### src/line_ctrl_pkg.sv
`default_nettype none
package line_ctrl_pkg;

  ////////////////////////////////////////////////////////////////////////////
  // Widths
  localparam int unsigned LINES = 32;
  localparam int unsigned ADDR_W = 8;
  localparam int unsigned DATA_W = 32;

  ////////////////////////////////////////////////////////////////////////////
  // Register byte offsets
  localparam logic [ADDR_W-1:0] OFF_LINE_OWNERSHIP_TAKE = 8'h00;
  localparam logic [ADDR_W-1:0] OFF_LINE_RELEASE_TO_PERIPHERAL = 8'h04;
  localparam logic [ADDR_W-1:0] OFF_LINE_OWNERSHIP_STATUS = 8'h08;
  localparam logic [ADDR_W-1:0] OFF_OUTPUT_DRIVER_ENABLE = 8'h10;
  localparam logic [ADDR_W-1:0] OFF_OUTPUT_DRIVER_DISABLE = 8'h14;
  localparam logic [ADDR_W-1:0] OFF_OUTPUT_DRIVER_STATUS = 8'h18;
  localparam logic [ADDR_W-1:0] OFF_GLITCH_FILTER_ENABLE = 8'h20;
  localparam logic [ADDR_W-1:0] OFF_GLITCH_FILTER_DISABLE = 8'h24;
  localparam logic [ADDR_W-1:0] OFF_GLITCH_FILTER_STATUS = 8'h28;
  localparam logic [ADDR_W-1:0] OFF_DRIVE_VALUE_SET = 8'h30;
  localparam logic [ADDR_W-1:0] OFF_DRIVE_VALUE_CLEAR = 8'h34;
  localparam logic [ADDR_W-1:0] OFF_DRIVE_VALUE_STATUS = 8'h38;
  localparam logic [ADDR_W-1:0] OFF_DIRECT_WRITE_MASK_ENABLE = 8'hA0;
  localparam logic [ADDR_W-1:0] OFF_DIRECT_WRITE_MASK_DISABLE = 8'hA4;
  localparam logic [ADDR_W-1:0] OFF_DIRECT_WRITE_MASK_STATUS = 8'hA8;

  ////////////////////////////////////////////////////////////////////////////
  // Reset values and defaults
  localparam logic [DATA_W-1:0] RST_OWNERSHIP = 32'hFFFFFFFF;
  localparam logic [DATA_W-1:0] RST_OUT_EN = 32'h00000000;
  localparam logic [DATA_W-1:0] RST_FILT_EN = 32'h00000000;
  localparam logic [DATA_W-1:0] RST_VALUE = 32'h00000000;
  localparam logic [DATA_W-1:0] RST_WMASK = 32'h00000000;
  localparam logic [DATA_W-1:0] ALL_LINES = 32'hFFFFFFFF;
  localparam logic [DATA_W-1:0] ZERO_WORD = 32'h00000000;

  ////////////////////////////////////////////////////////////////////////////
  // Types
  typedef struct packed {
    logic [DATA_W-1:0] owned;
    logic [DATA_W-1:0] out_en;
    logic [DATA_W-1:0] filt_en;
    logic [DATA_W-1:0] value;
  } line_cfg_s;

  typedef enum {
    BUS_IDLE,
    BUS_DONE
  } bus_state_e;

endpackage
`default_nettype wire

### src/line_ctrl.sv
`timescale 1ns/1ps
`default_nettype none

module line_ctrl #(
  parameter logic [31:0] LINE_MASK = 32'hFFFFFFFF,
  parameter logic [31:0] MUXED_MASK = 32'hFFFFFFFF
) (
  // Clock and reset
  input wire logic mclk,
  input wire logic srst,
  // APB slave
  input wire logic psel,
  input wire logic penable,
  input wire logic pwrite,
  input wire logic [line_ctrl_pkg::ADDR_W-1:0] paddr,
  input wire logic [line_ctrl_pkg::DATA_W-1:0] pwdata,
  output logic [line_ctrl_pkg::DATA_W-1:0] prdata,
  output logic pready,
  output logic pslverr,
  // Line configuration towards pads and peripheral mux
  output line_ctrl_pkg::line_cfg_s line_cfg
);

  ////////////////////////////////////////////////////////////////////////////
  // Bus state
  line_ctrl_pkg::bus_state_e state_reg;
  line_ctrl_pkg::bus_state_e state_next;
  logic pready_reg;
  logic pready_next;
  logic pslverr_reg;
  logic pslverr_next;
  logic [line_ctrl_pkg::DATA_W-1:0] prdata_reg;
  logic [line_ctrl_pkg::DATA_W-1:0] prdata_next;

  ////////////////////////////////////////////////////////////////////////////
  // Line state
  line_ctrl_pkg::line_cfg_s cfg_reg;
  line_ctrl_pkg::line_cfg_s cfg_next;
  logic [line_ctrl_pkg::DATA_W-1:0] wmask_reg;
  logic [line_ctrl_pkg::DATA_W-1:0] wmask_next;

  logic access;
  logic wr_go;
  logic addr_hit;
  logic [line_ctrl_pkg::DATA_W-1:0] wdata_lines;
  logic [line_ctrl_pkg::DATA_W-1:0] rd_word;

  assign access = psel && penable;
  // Write commits at the edge where the master samples pready high
  assign wr_go = (state_reg == line_ctrl_pkg::BUS_DONE) && access && pwrite;
  // Undefined lines never see a write
  assign wdata_lines = pwdata & LINE_MASK;

  ////////////////////////////////////////////////////////////////////////////
  // Address decode and read mux
  always_comb begin
    addr_hit = 1'b1;
    rd_word = line_ctrl_pkg::ZERO_WORD;
    if (paddr[1:0] != 2'h0) begin
      addr_hit = 1'b0;
    end else begin
      unique case (paddr)
        line_ctrl_pkg::OFF_LINE_OWNERSHIP_TAKE,
        line_ctrl_pkg::OFF_LINE_RELEASE_TO_PERIPHERAL,
        line_ctrl_pkg::OFF_OUTPUT_DRIVER_ENABLE,
        line_ctrl_pkg::OFF_OUTPUT_DRIVER_DISABLE,
        line_ctrl_pkg::OFF_GLITCH_FILTER_ENABLE,
        line_ctrl_pkg::OFF_GLITCH_FILTER_DISABLE,
        line_ctrl_pkg::OFF_DRIVE_VALUE_SET,
        line_ctrl_pkg::OFF_DRIVE_VALUE_CLEAR,
        line_ctrl_pkg::OFF_DIRECT_WRITE_MASK_ENABLE,
        line_ctrl_pkg::OFF_DIRECT_WRITE_MASK_DISABLE: begin
          rd_word = line_ctrl_pkg::ZERO_WORD;
        end
        line_ctrl_pkg::OFF_LINE_OWNERSHIP_STATUS: begin
          rd_word = cfg_reg.owned & LINE_MASK;
        end
        line_ctrl_pkg::OFF_OUTPUT_DRIVER_STATUS: begin
          rd_word = cfg_reg.out_en & LINE_MASK;
        end
        line_ctrl_pkg::OFF_GLITCH_FILTER_STATUS: begin
          rd_word = cfg_reg.filt_en & LINE_MASK;
        end
        line_ctrl_pkg::OFF_DRIVE_VALUE_STATUS: begin
          rd_word = cfg_reg.value & LINE_MASK;
        end
        line_ctrl_pkg::OFF_DIRECT_WRITE_MASK_STATUS: begin
          rd_word = wmask_reg & LINE_MASK;
        end
        default: begin
          addr_hit = 1'b0;
        end
      endcase
    end
  end

  ////////////////////////////////////////////////////////////////////////////
  // APB handshake: one wait state, answer registered
  always_comb begin
    state_next = state_reg;
    pready_next = 1'b0;
    pslverr_next = 1'b0;
    prdata_next = prdata_reg;
    unique case (state_reg)
      line_ctrl_pkg::BUS_IDLE: begin
        if (access) begin
          state_next = line_ctrl_pkg::BUS_DONE;
          pready_next = 1'b1;
          pslverr_next = !addr_hit;
          prdata_next = pwrite ? line_ctrl_pkg::ZERO_WORD : rd_word;
        end
      end
      line_ctrl_pkg::BUS_DONE: begin
        state_next = line_ctrl_pkg::BUS_IDLE;
      end
    endcase
  end

  always_ff @(posedge mclk) begin
    if (srst) begin
      state_reg <= line_ctrl_pkg::BUS_IDLE;
      pready_reg <= 1'b0;
      pslverr_reg <= 1'b0;
      prdata_reg <= line_ctrl_pkg::ZERO_WORD;
    end else begin
      state_reg <= state_next;
      pready_reg <= pready_next;
      pslverr_reg <= pslverr_next;
      prdata_reg <= prdata_next;
    end
  end

  ////////////////////////////////////////////////////////////////////////////
  // Per-line state update
  // Only one register is written per transfer, so each pair resolves alone
  always_comb begin
    cfg_next = cfg_reg;
    wmask_next = wmask_reg;
    if (wr_go) begin
      unique case (paddr)
        line_ctrl_pkg::OFF_LINE_OWNERSHIP_TAKE: begin
          cfg_next.owned = cfg_reg.owned | wdata_lines;
        end
        line_ctrl_pkg::OFF_LINE_RELEASE_TO_PERIPHERAL: begin
          // Lines without a peripheral stay with the controller
          cfg_next.owned = cfg_reg.owned & ~(wdata_lines & MUXED_MASK);
        end
        line_ctrl_pkg::OFF_OUTPUT_DRIVER_ENABLE: begin
          cfg_next.out_en = cfg_reg.out_en | wdata_lines;
        end
        line_ctrl_pkg::OFF_OUTPUT_DRIVER_DISABLE: begin
          cfg_next.out_en = cfg_reg.out_en & ~wdata_lines;
        end
        line_ctrl_pkg::OFF_GLITCH_FILTER_ENABLE: begin
          cfg_next.filt_en = cfg_reg.filt_en | wdata_lines;
        end
        line_ctrl_pkg::OFF_GLITCH_FILTER_DISABLE: begin
          cfg_next.filt_en = cfg_reg.filt_en & ~wdata_lines;
        end
        line_ctrl_pkg::OFF_DRIVE_VALUE_SET: begin
          cfg_next.value = cfg_reg.value | wdata_lines;
        end
        line_ctrl_pkg::OFF_DRIVE_VALUE_CLEAR: begin
          cfg_next.value = cfg_reg.value & ~wdata_lines;
        end
        line_ctrl_pkg::OFF_DRIVE_VALUE_STATUS: begin
          cfg_next.value = (cfg_reg.value & ~wmask_reg) |
                           (wdata_lines & wmask_reg);
        end
        line_ctrl_pkg::OFF_DIRECT_WRITE_MASK_ENABLE: begin
          wmask_next = wmask_reg | wdata_lines;
        end
        line_ctrl_pkg::OFF_DIRECT_WRITE_MASK_DISABLE: begin
          wmask_next = wmask_reg & ~wdata_lines;
        end
        default: begin
          cfg_next = cfg_reg;
        end
      endcase
    end
  end

  always_ff @(posedge mclk) begin
    if (srst) begin
      cfg_reg.owned <= line_ctrl_pkg::RST_OWNERSHIP & LINE_MASK;
      cfg_reg.out_en <= line_ctrl_pkg::RST_OUT_EN;
      cfg_reg.filt_en <= line_ctrl_pkg::RST_FILT_EN;
      cfg_reg.value <= line_ctrl_pkg::RST_VALUE;
      wmask_reg <= line_ctrl_pkg::RST_WMASK;
    end else begin
      cfg_reg <= cfg_next;
      wmask_reg <= wmask_next;
    end
  end

  assign prdata = prdata_reg;
  assign pready = pready_reg;
  assign pslverr = pslverr_reg;
  assign line_cfg = cfg_reg;

  ////////////////////////////////////////////////////////////////////////////
  // Checks
  a_pready_timing: assert property (@(posedge mclk) disable iff (srst)
    (access && !pready) |=> (pready ##1 !pready))
    else $error("pready not a single pulse one cycle after access");

  a_release_line: assert property (@(posedge mclk) disable iff (srst)
    (wr_go && paddr == line_ctrl_pkg::OFF_LINE_RELEASE_TO_PERIPHERAL) |=>
    ((line_cfg.owned & $past(pwdata) & MUXED_MASK & LINE_MASK) == 32'h00000000))
    else $error("released line still owned by controller");

  a_take_line: assert property (@(posedge mclk) disable iff (srst)
    (wr_go && paddr == line_ctrl_pkg::OFF_LINE_OWNERSHIP_TAKE) |=>
    (line_cfg.owned == ($past(line_cfg.owned) | ($past(pwdata) & LINE_MASK))))
    else $error("take write gave wrong ownership");

  a_own_read: assert property (@(posedge mclk) disable iff (srst)
    (pready && !pwrite && paddr == line_ctrl_pkg::OFF_LINE_OWNERSHIP_STATUS) |->
    (prdata == (line_cfg.owned & LINE_MASK) && !pslverr))
    else $error("ownership status read mismatch");

  a_oe_enable: assert property (@(posedge mclk) disable iff (srst)
    (wr_go && paddr == line_ctrl_pkg::OFF_OUTPUT_DRIVER_ENABLE) |=>
    (line_cfg.out_en == ($past(line_cfg.out_en) | ($past(pwdata) & LINE_MASK))))
    else $error("output enable write wrong");

  a_oe_disable: assert property (@(posedge mclk) disable iff (srst)
    (wr_go && paddr == line_ctrl_pkg::OFF_OUTPUT_DRIVER_DISABLE) |=>
    (line_cfg.out_en == ($past(line_cfg.out_en) & ~$past(pwdata))))
    else $error("output disable write wrong");

  a_oe_read: assert property (@(posedge mclk) disable iff (srst)
    (pready && !pwrite && paddr == line_ctrl_pkg::OFF_OUTPUT_DRIVER_STATUS) |->
    prdata == line_cfg.out_en)
    else $error("output status read mismatch");

  a_filt_enable: assert property (@(posedge mclk) disable iff (srst)
    (wr_go && paddr == line_ctrl_pkg::OFF_GLITCH_FILTER_ENABLE) |=>
    (line_cfg.filt_en == ($past(line_cfg.filt_en) | ($past(pwdata) & LINE_MASK))))
    else $error("filter enable write wrong");

  a_filt_disable: assert property (@(posedge mclk) disable iff (srst)
    (wr_go && paddr == line_ctrl_pkg::OFF_GLITCH_FILTER_DISABLE) |=>
    (line_cfg.filt_en == ($past(line_cfg.filt_en) & ~$past(pwdata))))
    else $error("filter disable write wrong");

  a_filt_read: assert property (@(posedge mclk) disable iff (srst)
    (pready && !pwrite && paddr == line_ctrl_pkg::OFF_GLITCH_FILTER_STATUS) |->
    prdata == line_cfg.filt_en)
    else $error("filter status read mismatch");

  a_value_set: assert property (@(posedge mclk) disable iff (srst)
    (wr_go && paddr == line_ctrl_pkg::OFF_DRIVE_VALUE_SET) |=>
    (line_cfg.value == ($past(line_cfg.value) | ($past(pwdata) & LINE_MASK))))
    else $error("set output write wrong");

  a_value_clear: assert property (@(posedge mclk) disable iff (srst)
    (wr_go && paddr == line_ctrl_pkg::OFF_DRIVE_VALUE_CLEAR) |=>
    (line_cfg.value == ($past(line_cfg.value) & ~$past(pwdata))))
    else $error("clear output write wrong");

  a_value_read: assert property (@(posedge mclk) disable iff (srst)
    (pready && !pwrite && paddr == line_ctrl_pkg::OFF_DRIVE_VALUE_STATUS) |->
    prdata == line_cfg.value)
    else $error("drive value read mismatch");

  a_direct_masked: assert property (@(posedge mclk) disable iff (srst)
    (wr_go && paddr == line_ctrl_pkg::OFF_DRIVE_VALUE_STATUS) |=>
    (((line_cfg.value ^ $past(line_cfg.value)) & ~$past(wmask_reg)) == 32'h00000000))
    else $error("direct write changed an unmasked line");

  a_direct_write: assert property (@(posedge mclk) disable iff (srst)
    (wr_go && paddr == line_ctrl_pkg::OFF_DRIVE_VALUE_STATUS) |=>
    (((line_cfg.value ^ $past(pwdata)) & $past(wmask_reg) & LINE_MASK) == 32'h00000000))
    else $error("direct write lost on a writable line");

  a_undef_zero: assert property (@(posedge mclk) disable iff (srst)
    (((line_cfg.owned | line_cfg.out_en | line_cfg.filt_en | line_cfg.value |
       prdata) & ~LINE_MASK) == 32'h00000000))
    else $error("undefined line bit is set");

  a_cfg_hold: assert property (@(posedge mclk) disable iff (srst)
    !wr_go |=> $stable(line_cfg))
    else $error("line state changed without a write");

endmodule
`default_nettype wire

### config.mk
export PLATFORM = sky130hd
export DESIGN_NAME = line_ctrl
export DESIGN_NICKNAME = d
export VERILOG_FILES = /design/src/line_ctrl_pkg.sv /design/src/line_ctrl.sv
export SDC_FILE = /design/constraint.sdc
export NUM_CORES = 1
export LEC_CHECK = 0
export ABC_AREA = 1
export BUFFER_PORTS_ARGS = -buffer_cell sky130_fd_sc_hd__buf_2
export CAP_MARGIN = 20
export CORE_ASPECT_RATIO = 0.8
export CORE_MARGIN = 2
export CORE_UTILIZATION = 31
export CTS_CLUSTER_SIZE = 8
export DETAILED_ROUTE_END_ITERATION = 16
export GPL_TIMING_DRIVEN = 0
export PLACE_DENSITY = 0.49
export SLEW_MARGIN = 25
export SYNTH_ARGS = -nofsm -noshare
export SYNTH_HDL_FRONTEND = slang
export SYNTH_SLANG_ARGS = --single-unit
### constraint.sdc
create_clock -name mclk -period 1.48 [get_ports mclk]
set_input_delay 0.296 -clock mclk [delete_from_list [all_inputs] [get_ports mclk]]
set_output_delay 0.296 -clock mclk [all_outputs]
set_load 0.01 [all_outputs]
==> results.sh, run 1 <==
export IMPL_pwr_share_clk_pct=43.8
export IMPL_antenna_left=0
export IMPL_layout_drive_gt1_share_pct=22.5
export IMPL_critPathCaptureType="flop"
export IMPL_layout_common_cells="485 x nand2_1, 223 x buf_2, 194 x nand3_1, 194 x dfxtp_1, 159 x a21oi_1"
export IMPL_cts_clk_slew_worst_paths_ns=0.08
export IMPL_ioPinCount=207
export IMPL_stdcell_area_mm2=0.0129
export IMPL_synthMuxAreaShare_pct=0
export IMPL_switchingPower_uw=2900
export IMPL_rsz0062_at_grt="true"
export IMPL_finalCritPeriodShare_pct=100
export IMPL_synth_top_family_by_area="simple AND/OR/NAND/NOR gates"
export IMPL_drt_initial_drc_count=1093
export IMPL_sw_frac_of_total_pct=27.4
export IMPL_critPathRequiredTime_ns=1.86
export IMPL_layoutNonFillerInstCount=2275
export IMPL_grt_usage_pct=26.6
export IMPL_num_vias=11700
export IMPL_yosysTopAreaCellShare_pct=39.1
export IMPL_first_pass_iters=6
export IMPL_synth_area_mm2=0.0100
export IMPL_rows=58
export IMPL_antenna_found_initial=4
export IMPL_seq_power_share_pct=49.6
export IMPL_worstSkewPairLatency_ns=0.46
export IMPL_avgSynthCellArea_um2=6.24
export IMPL_cts_tree="done"
export IMPL_nFillCells=3464
export IMPL_vias_per_cell=5.15
export IMPL_synth_area_top_cells="dfxtp_1 39%, nand2_1 18%, nand3_1 9.9%, a21oi_1 8.0%, o21ai_0 7.3%"
export IMPL_clock_path_buffers=2
export IMPL_area_sequential_mm2=0.00391
export IMPL_cap_violations=0
export IMPL_finalCriticalPeriod_ns=1.48
export IMPL_slew_violations=0
export IMPL_clock_fmax_ghz=0.675
export IMPL_num_nets_final=1883
export IMPL_place_gp_congestion=0.871
export IMPL_arrival_ns=1.87
export IMPL_yosys_area_share_simple_pct=36.2
export IMPL_clock_sinks=195
export IMPL_status="complete, but fails checks"
export IMPL_r2r_start="state_reg[0]"
export IMPL_max_slew_margin_rel_pct=51.9
export IMPL_final_hold_viol_count=0
export IMPL_ys_warn_count=0
export IMPL_grt_max_degree=18
export IMPL_path_class="reg -> reg"
export IMPL_wirelength_um=46500
export IMPL_syn_num_nets=1646
export IMPL_drc=0
export IMPL_pre_cts_ws_ns=-1.21
export IMPL_grt_pass1_vias=10200
export IMPL_ctsHtreeMaxLevel=4
export IMPL_yosys_area_top_type="dfxtp_1"
export IMPL_grt_overflow_total=0
export IMPL_hpwl_um=32000
export IMPL_dieHeight_um=165
export IMPL_failed_checks="setup timing"
export IMPL_combPwrFrac_pct=6.6
export IMPL_worstHoldPathType="in -> reg"
export IMPL_synth_compound_area_share_pct=16.2
export IMPL_synthXorXnorAreaFrac_pct=0
export IMPL_cp_startpoint="state_reg[0]"
export IMPL_fin_tns_setup_ns=-0.00186
export IMPL_layout_setup_ws_ns=-0.00186
export IMPL_final_common_cell="nand2_1"
export IMPL_r2r_cells=8
export IMPL_max_vdd_ir_drop_mv=0.745
export IMPL_coreArea_mm2=0.0316
export IMPL_p_leak_uw=0.00601
export IMPL_finalSetupViolCount=1
export IMPL_yosys_area_share_adder_pct=0
export IMPL_worst_pin_slew_ns=0.721
export IMPL_syn2layout_area_growth_pct=29.3
export IMPL_start_util_pct=31.7
export IMPL_synth_cell_types=20
export IMPL_seq_area_frac_synth_pct=39.1
export IMPL_root_buffer="clkbuf_16"
export IMPL_place_inst=2226
export IMPL_holdBufCountCts=0
export IMPL_wl_per_cell_um=20.5
export IMPL_r2r_setup_slack_ns=-0.002
export IMPL_ys_ff_latch=195
export IMPL_cp_max_fo=10
export IMPL_grt_pass1_wl_um=65600
export IMPL_io_buffers=205
export IMPL_syn_inst=1601
export IMPL_critPathLaunchType="flop"
export IMPL_powerDensity_mw_per_mm2=819
export IMPL_fin_skew_ns=0.0150
export IMPL_hold_worst_slack_ns=0.126
export IMPL_p_int_uw=7680
export IMPL_placed_area_mm2=0.0115
export IMPL_multiInputGateArea_mm2=0.00556
export IMPL_die_w_um=205
export IMPL_numCtsBuffers=17
export IMPL_die_area_mm2=0.0337
==> synthesized netlist by cell type <==
master	n
nand3_2	2
nor2_4	4
nor3_2	1
nand3_1	198
dfxtp_1	195
a21oi_1	160
nor2_1	169
inv_2	7
buf_2	58
nand3b_1	1
o21ai_0	146
o21ai_1	16
nand4_1	2
nor2_2	6
clkbuf_1	41
nand2_2	2
o211ai_2	1
nor3_1	4
nand2_1	486
inv_1	102
==> per-stage QoR <==
stage | util [%] | power (uW)
4_1_cts | 39.3 | 10600
5_1_grt | 40.9 | 10900
3_3_place_gp | 36.6 | 5980
2_1_floorplan | - | 5660
3_5_place_dp | 36.6 | 5980
6_report | 40.9 | 10600
==> area by class of cell <==
type	count	area share, %
flip-flops and latches	195	30.2
inverters	109	3.24
multi-input cells	1198	43.0
well taps	420	4.07
clock inverters	13	0.765
repair buffers	219	9.22
diodes	4	0.0775
clock buffers	19	3.51
plain buffers	98	5.88
==> how the worst min path moves through the flow <==
stage / startpoint / endpoint / slack, ns / depth (start not counted)
finish: pwdata[0] / flop / 0.13 / 3
detailed placement: prdata[9] / prdata[9] / 0.45 / 2
global route: pwdata[0] / flop / 0.13 / 3
floorplan: pwdata[21] / flop / 0.45 / 2
CTS: pwdata[0] / flop / 0.12 / 3
global placement: prdata[3] / prdata[3] / 0.45 / 2
==> per-layer routing <==
layer / share of wire (%) / wire [um] / up-vias / GRT usage (%)
li1: - / - / 5677 / -
met1: 46 / 21200 / 5440 / 37.7
met2: 43 / 19900 / 520 / 40.3
met3: 8.6 / 4020 / 76 / 5.33
met4: 3.0 / 1400 / 2 / 8.40
met5: 0.021 / 10 / - / 0
==> critical path: stages, from the launching register on <==
cell     delay (ns)
dfxtp_2        0.33
nand4_1        0.08
buf_6          0.16
inv_8          0.08
nand3_4        0.18
buf_6          0.23
nor2_1         0.12
o21ai_0        0.09
a21oi_1        0.14
==> power by group through the flow <==
stage               Sequential [uW]  Clock (uW)  Combinational, uW
global route                   5250        4860                744
floorplan                      5370           0                293
finish                         5250        4640                701
global placement               5370           0                611
CTS                            5250        4680                644
detailed placement             5370           0                613
==> what timing repair did <==
item                       4_1_cts  5_1_grt
gates resized for setup         92      166
cloned                           0        3
setup buffers                    8        3
pin swaps                        3        5
setup endpoints to repair      190      183
==> cells by family after synthesis <==
family / Yosys count
flops: 195
simple gates: 875
buf+inv: 208
compound gates: 323
Note: power is estimated with default switching activity, not from simulation.
==> run 2: changes to the inputs <==
--- a/config.mk
+++ b/config.mk
@@ -10,11 +10,11 @@
 export CAP_MARGIN = 20
 export CORE_ASPECT_RATIO = 0.8
 export CORE_MARGIN = 2
-export CORE_UTILIZATION = 31
+export CORE_UTILIZATION = 50
 export CTS_CLUSTER_SIZE = 8
 export DETAILED_ROUTE_END_ITERATION = 16
 export GPL_TIMING_DRIVEN = 0
-export PLACE_DENSITY = 0.49
+export PLACE_DENSITY = 0.74
 export SLEW_MARGIN = 25
 export SYNTH_ARGS = -nofsm -noshare
 export SYNTH_HDL_FRONTEND = slang
==> results.sh, run 2 (synthesized netlist as in run 1, its figures left out) <==
export IMPL_hpwl_um=27000
export IMPL_critPathCaptureType="flop"
export IMPL_io_buffers=205
export IMPL_final_common_cell="nand2_1"
export IMPL_wl_met1_um=16300
export IMPL_worstSkewPairLatency_ns=0.45
export IMPL_cts_tree="done"
export IMPL_wl_met2_um=18200
export IMPL_max_vdd_ir_drop_mv=0.698
export IMPL_vias_per_cell=5.89
export IMPL_start_util_pct=50.6
export IMPL_failed_checks="setup timing"
export IMPL_layout_setup_ws_ns=-0.148
export IMPL_die_area_mm2=0.0211
export IMPL_ctsHtreeMaxLevel=4
export IMPL_cts_clk_slew_worst_paths_ns=0.08
export IMPL_num_nets_final=1895
export IMPL_grt_max_degree=19
export IMPL_wl_per_cell_um=19.8
export IMPL_grt_overflow_total=0
export IMPL_status="complete, but fails checks"
export IMPL_critPathRequiredTime_ns=1.85
export IMPL_crit_path_top_delay_cell="dfxtp_2"
export IMPL_path_class="reg -> reg"
export IMPL_drt_initial_drc_count=1993
export IMPL_clock_fmax_ghz=0.614
export IMPL_grt_usage_pct=36.1
export IMPL_crit_buf_inv=2
export IMPL_finalCriticalPeriod_ns=1.63
export IMPL_crit_chain="nand4_1, inv_2, nand3_4, buf_6, nor2_1, o21ai_0, a21oi_1"
export IMPL_grt_pass1_wl_um=58600
export IMPL_antenna_left=0
export IMPL_finalSetupViolCount=157
export IMPL_rows=46
export IMPL_final_hold_viol_count=0
export IMPL_dr_wl_met3_um=5760
export IMPL_max_slew_margin_rel_pct=47.1
export IMPL_r2r_setup_slack_ns=-0.15
export IMPL_hold_worst_slack_ns=0.124
export IMPL_layoutNonFillerInstCount=2129
export IMPL_critPathLaunchType="flop"
export IMPL_pre_cts_ws_ns=-1.01
export IMPL_p_leak_uw=0.00625
export IMPL_cp_max_fo=10
export IMPL_clock_path_buffers=2
export IMPL_dieHeight_um=130
export IMPL_drc=0
export IMPL_place_inst=2070
export IMPL_root_buffer="clkbuf_16"
export IMPL_fin_skew_ns=0.00917
export IMPL_fin_util_pct=67.5
export IMPL_rsz0062_at_grt="true"
export IMPL_holdBufCountCts=0
export IMPL_arrival_ns=2.00
export IMPL_layout_drive_gt1_share_pct=26.7
export IMPL_first_pass_iters=6
export IMPL_antenna_found_initial=1
export IMPL_slew_violations=0
export IMPL_numCtsBuffers=17
export IMPL_routed_top_layer="met4"
export IMPL_clock_sinks=195
export IMPL_wirelength_um=42200
export IMPL_worstHoldPathType="in -> reg"
export IMPL_coreArea_mm2=0.0197
export IMPL_grt_pass1_vias=10700
export IMPL_worst_pin_slew_ns=0.794
export IMPL_die_w_um=162
export IMPL_finalCritPeriodShare_pct=110
export IMPL_critical_path_max_stage_delay_ns=0.33
export IMPL_syn2layout_area_growth_pct=33.3
export IMPL_place_gp_congestion=0.926
export IMPL_num_vias=12500
export IMPL_powerDensity_mw_per_mm2=815
export IMPL_layout_common_cells="460 x nand2_1, 222 x buf_2, 194 x dfxtp_1"
export IMPL_cap_violations=0
export IMPL_crit_family="simple AND/OR/NAND/NOR gates"
export IMPL_ioPinCount=207
[run 2: path summary, 6_finish.rpt]
path	start	end	cells past startpoint
max	state_reg[0]	flop	7
min	pwdata[20]	flop	3
max reg2reg	state_reg[0]	flop	7
min reg2reg	prdata[17]	prdata[17]	2
[run 2: power breakdown]
| group | internal (uW) | switching (uW) | leakage [uW] |
|---|---|---|---|
| Clock | 2550 | 2370 | 0.000282 |
| Sequential | 5240 | 1.42 | 0.00157 |
| Combinational | 161 | 539 | 0.00439 |
[run 2: repair_timing]
item / 4_1_cts / 5_1_grt
setup buffers: 4 / 13
gates cloned: 0 / 8
resized for setup: 65 / 291
setup endpoints to repair: 185 / 184
pin swaps: 1 / 33
[run 2: area by class of cell]
| type | instances | area, um2 |
|---|---|---|
| antenna | 2 | 5.00 |
| buffer | 99 | 800 |
| clock buffer | 17 | 425 |
| clock inverter | 15 | 176 |
| fill | 1705 | 6410 |
| inverter | 109 | 440 |
| multi-input combinational | 1198 | 5860 |
| sequential | 195 | 3910 |
| tap | 264 | 330 |
| timing repair buffer | 230 | 1390 |
[run 2: worst reg2reg max path: cells and delay by family, from the launching register on]
family,cells,cell delay (ns)
flip-flops,1,0.33
AND/OR/NAND/NOR,3,0.49
AO/OA/AOI/OAI,2,0.27
buffers and inverters,2,0.47
[run 2: per-layer routing]
layer	vias up	track usage, %
met4	0	18.0
met5	-	0
met1	5691	49.2
li1	5695	-
met2	969	53.9
met3	179	8.71
[run 2: per-stage QoR]
stage	setup TNS (ns)	instance area [um2]	power [uW]
2_1_floorplan	0	10000	5660
3_3_place_gp	-115.04	11400	5940
3_5_place_dp	-114.18	11400	5940
4_1_cts	-1.43	12200	10700
5_1_grt	-17.95	13300	11000
6_report	-13.94	13300	10900
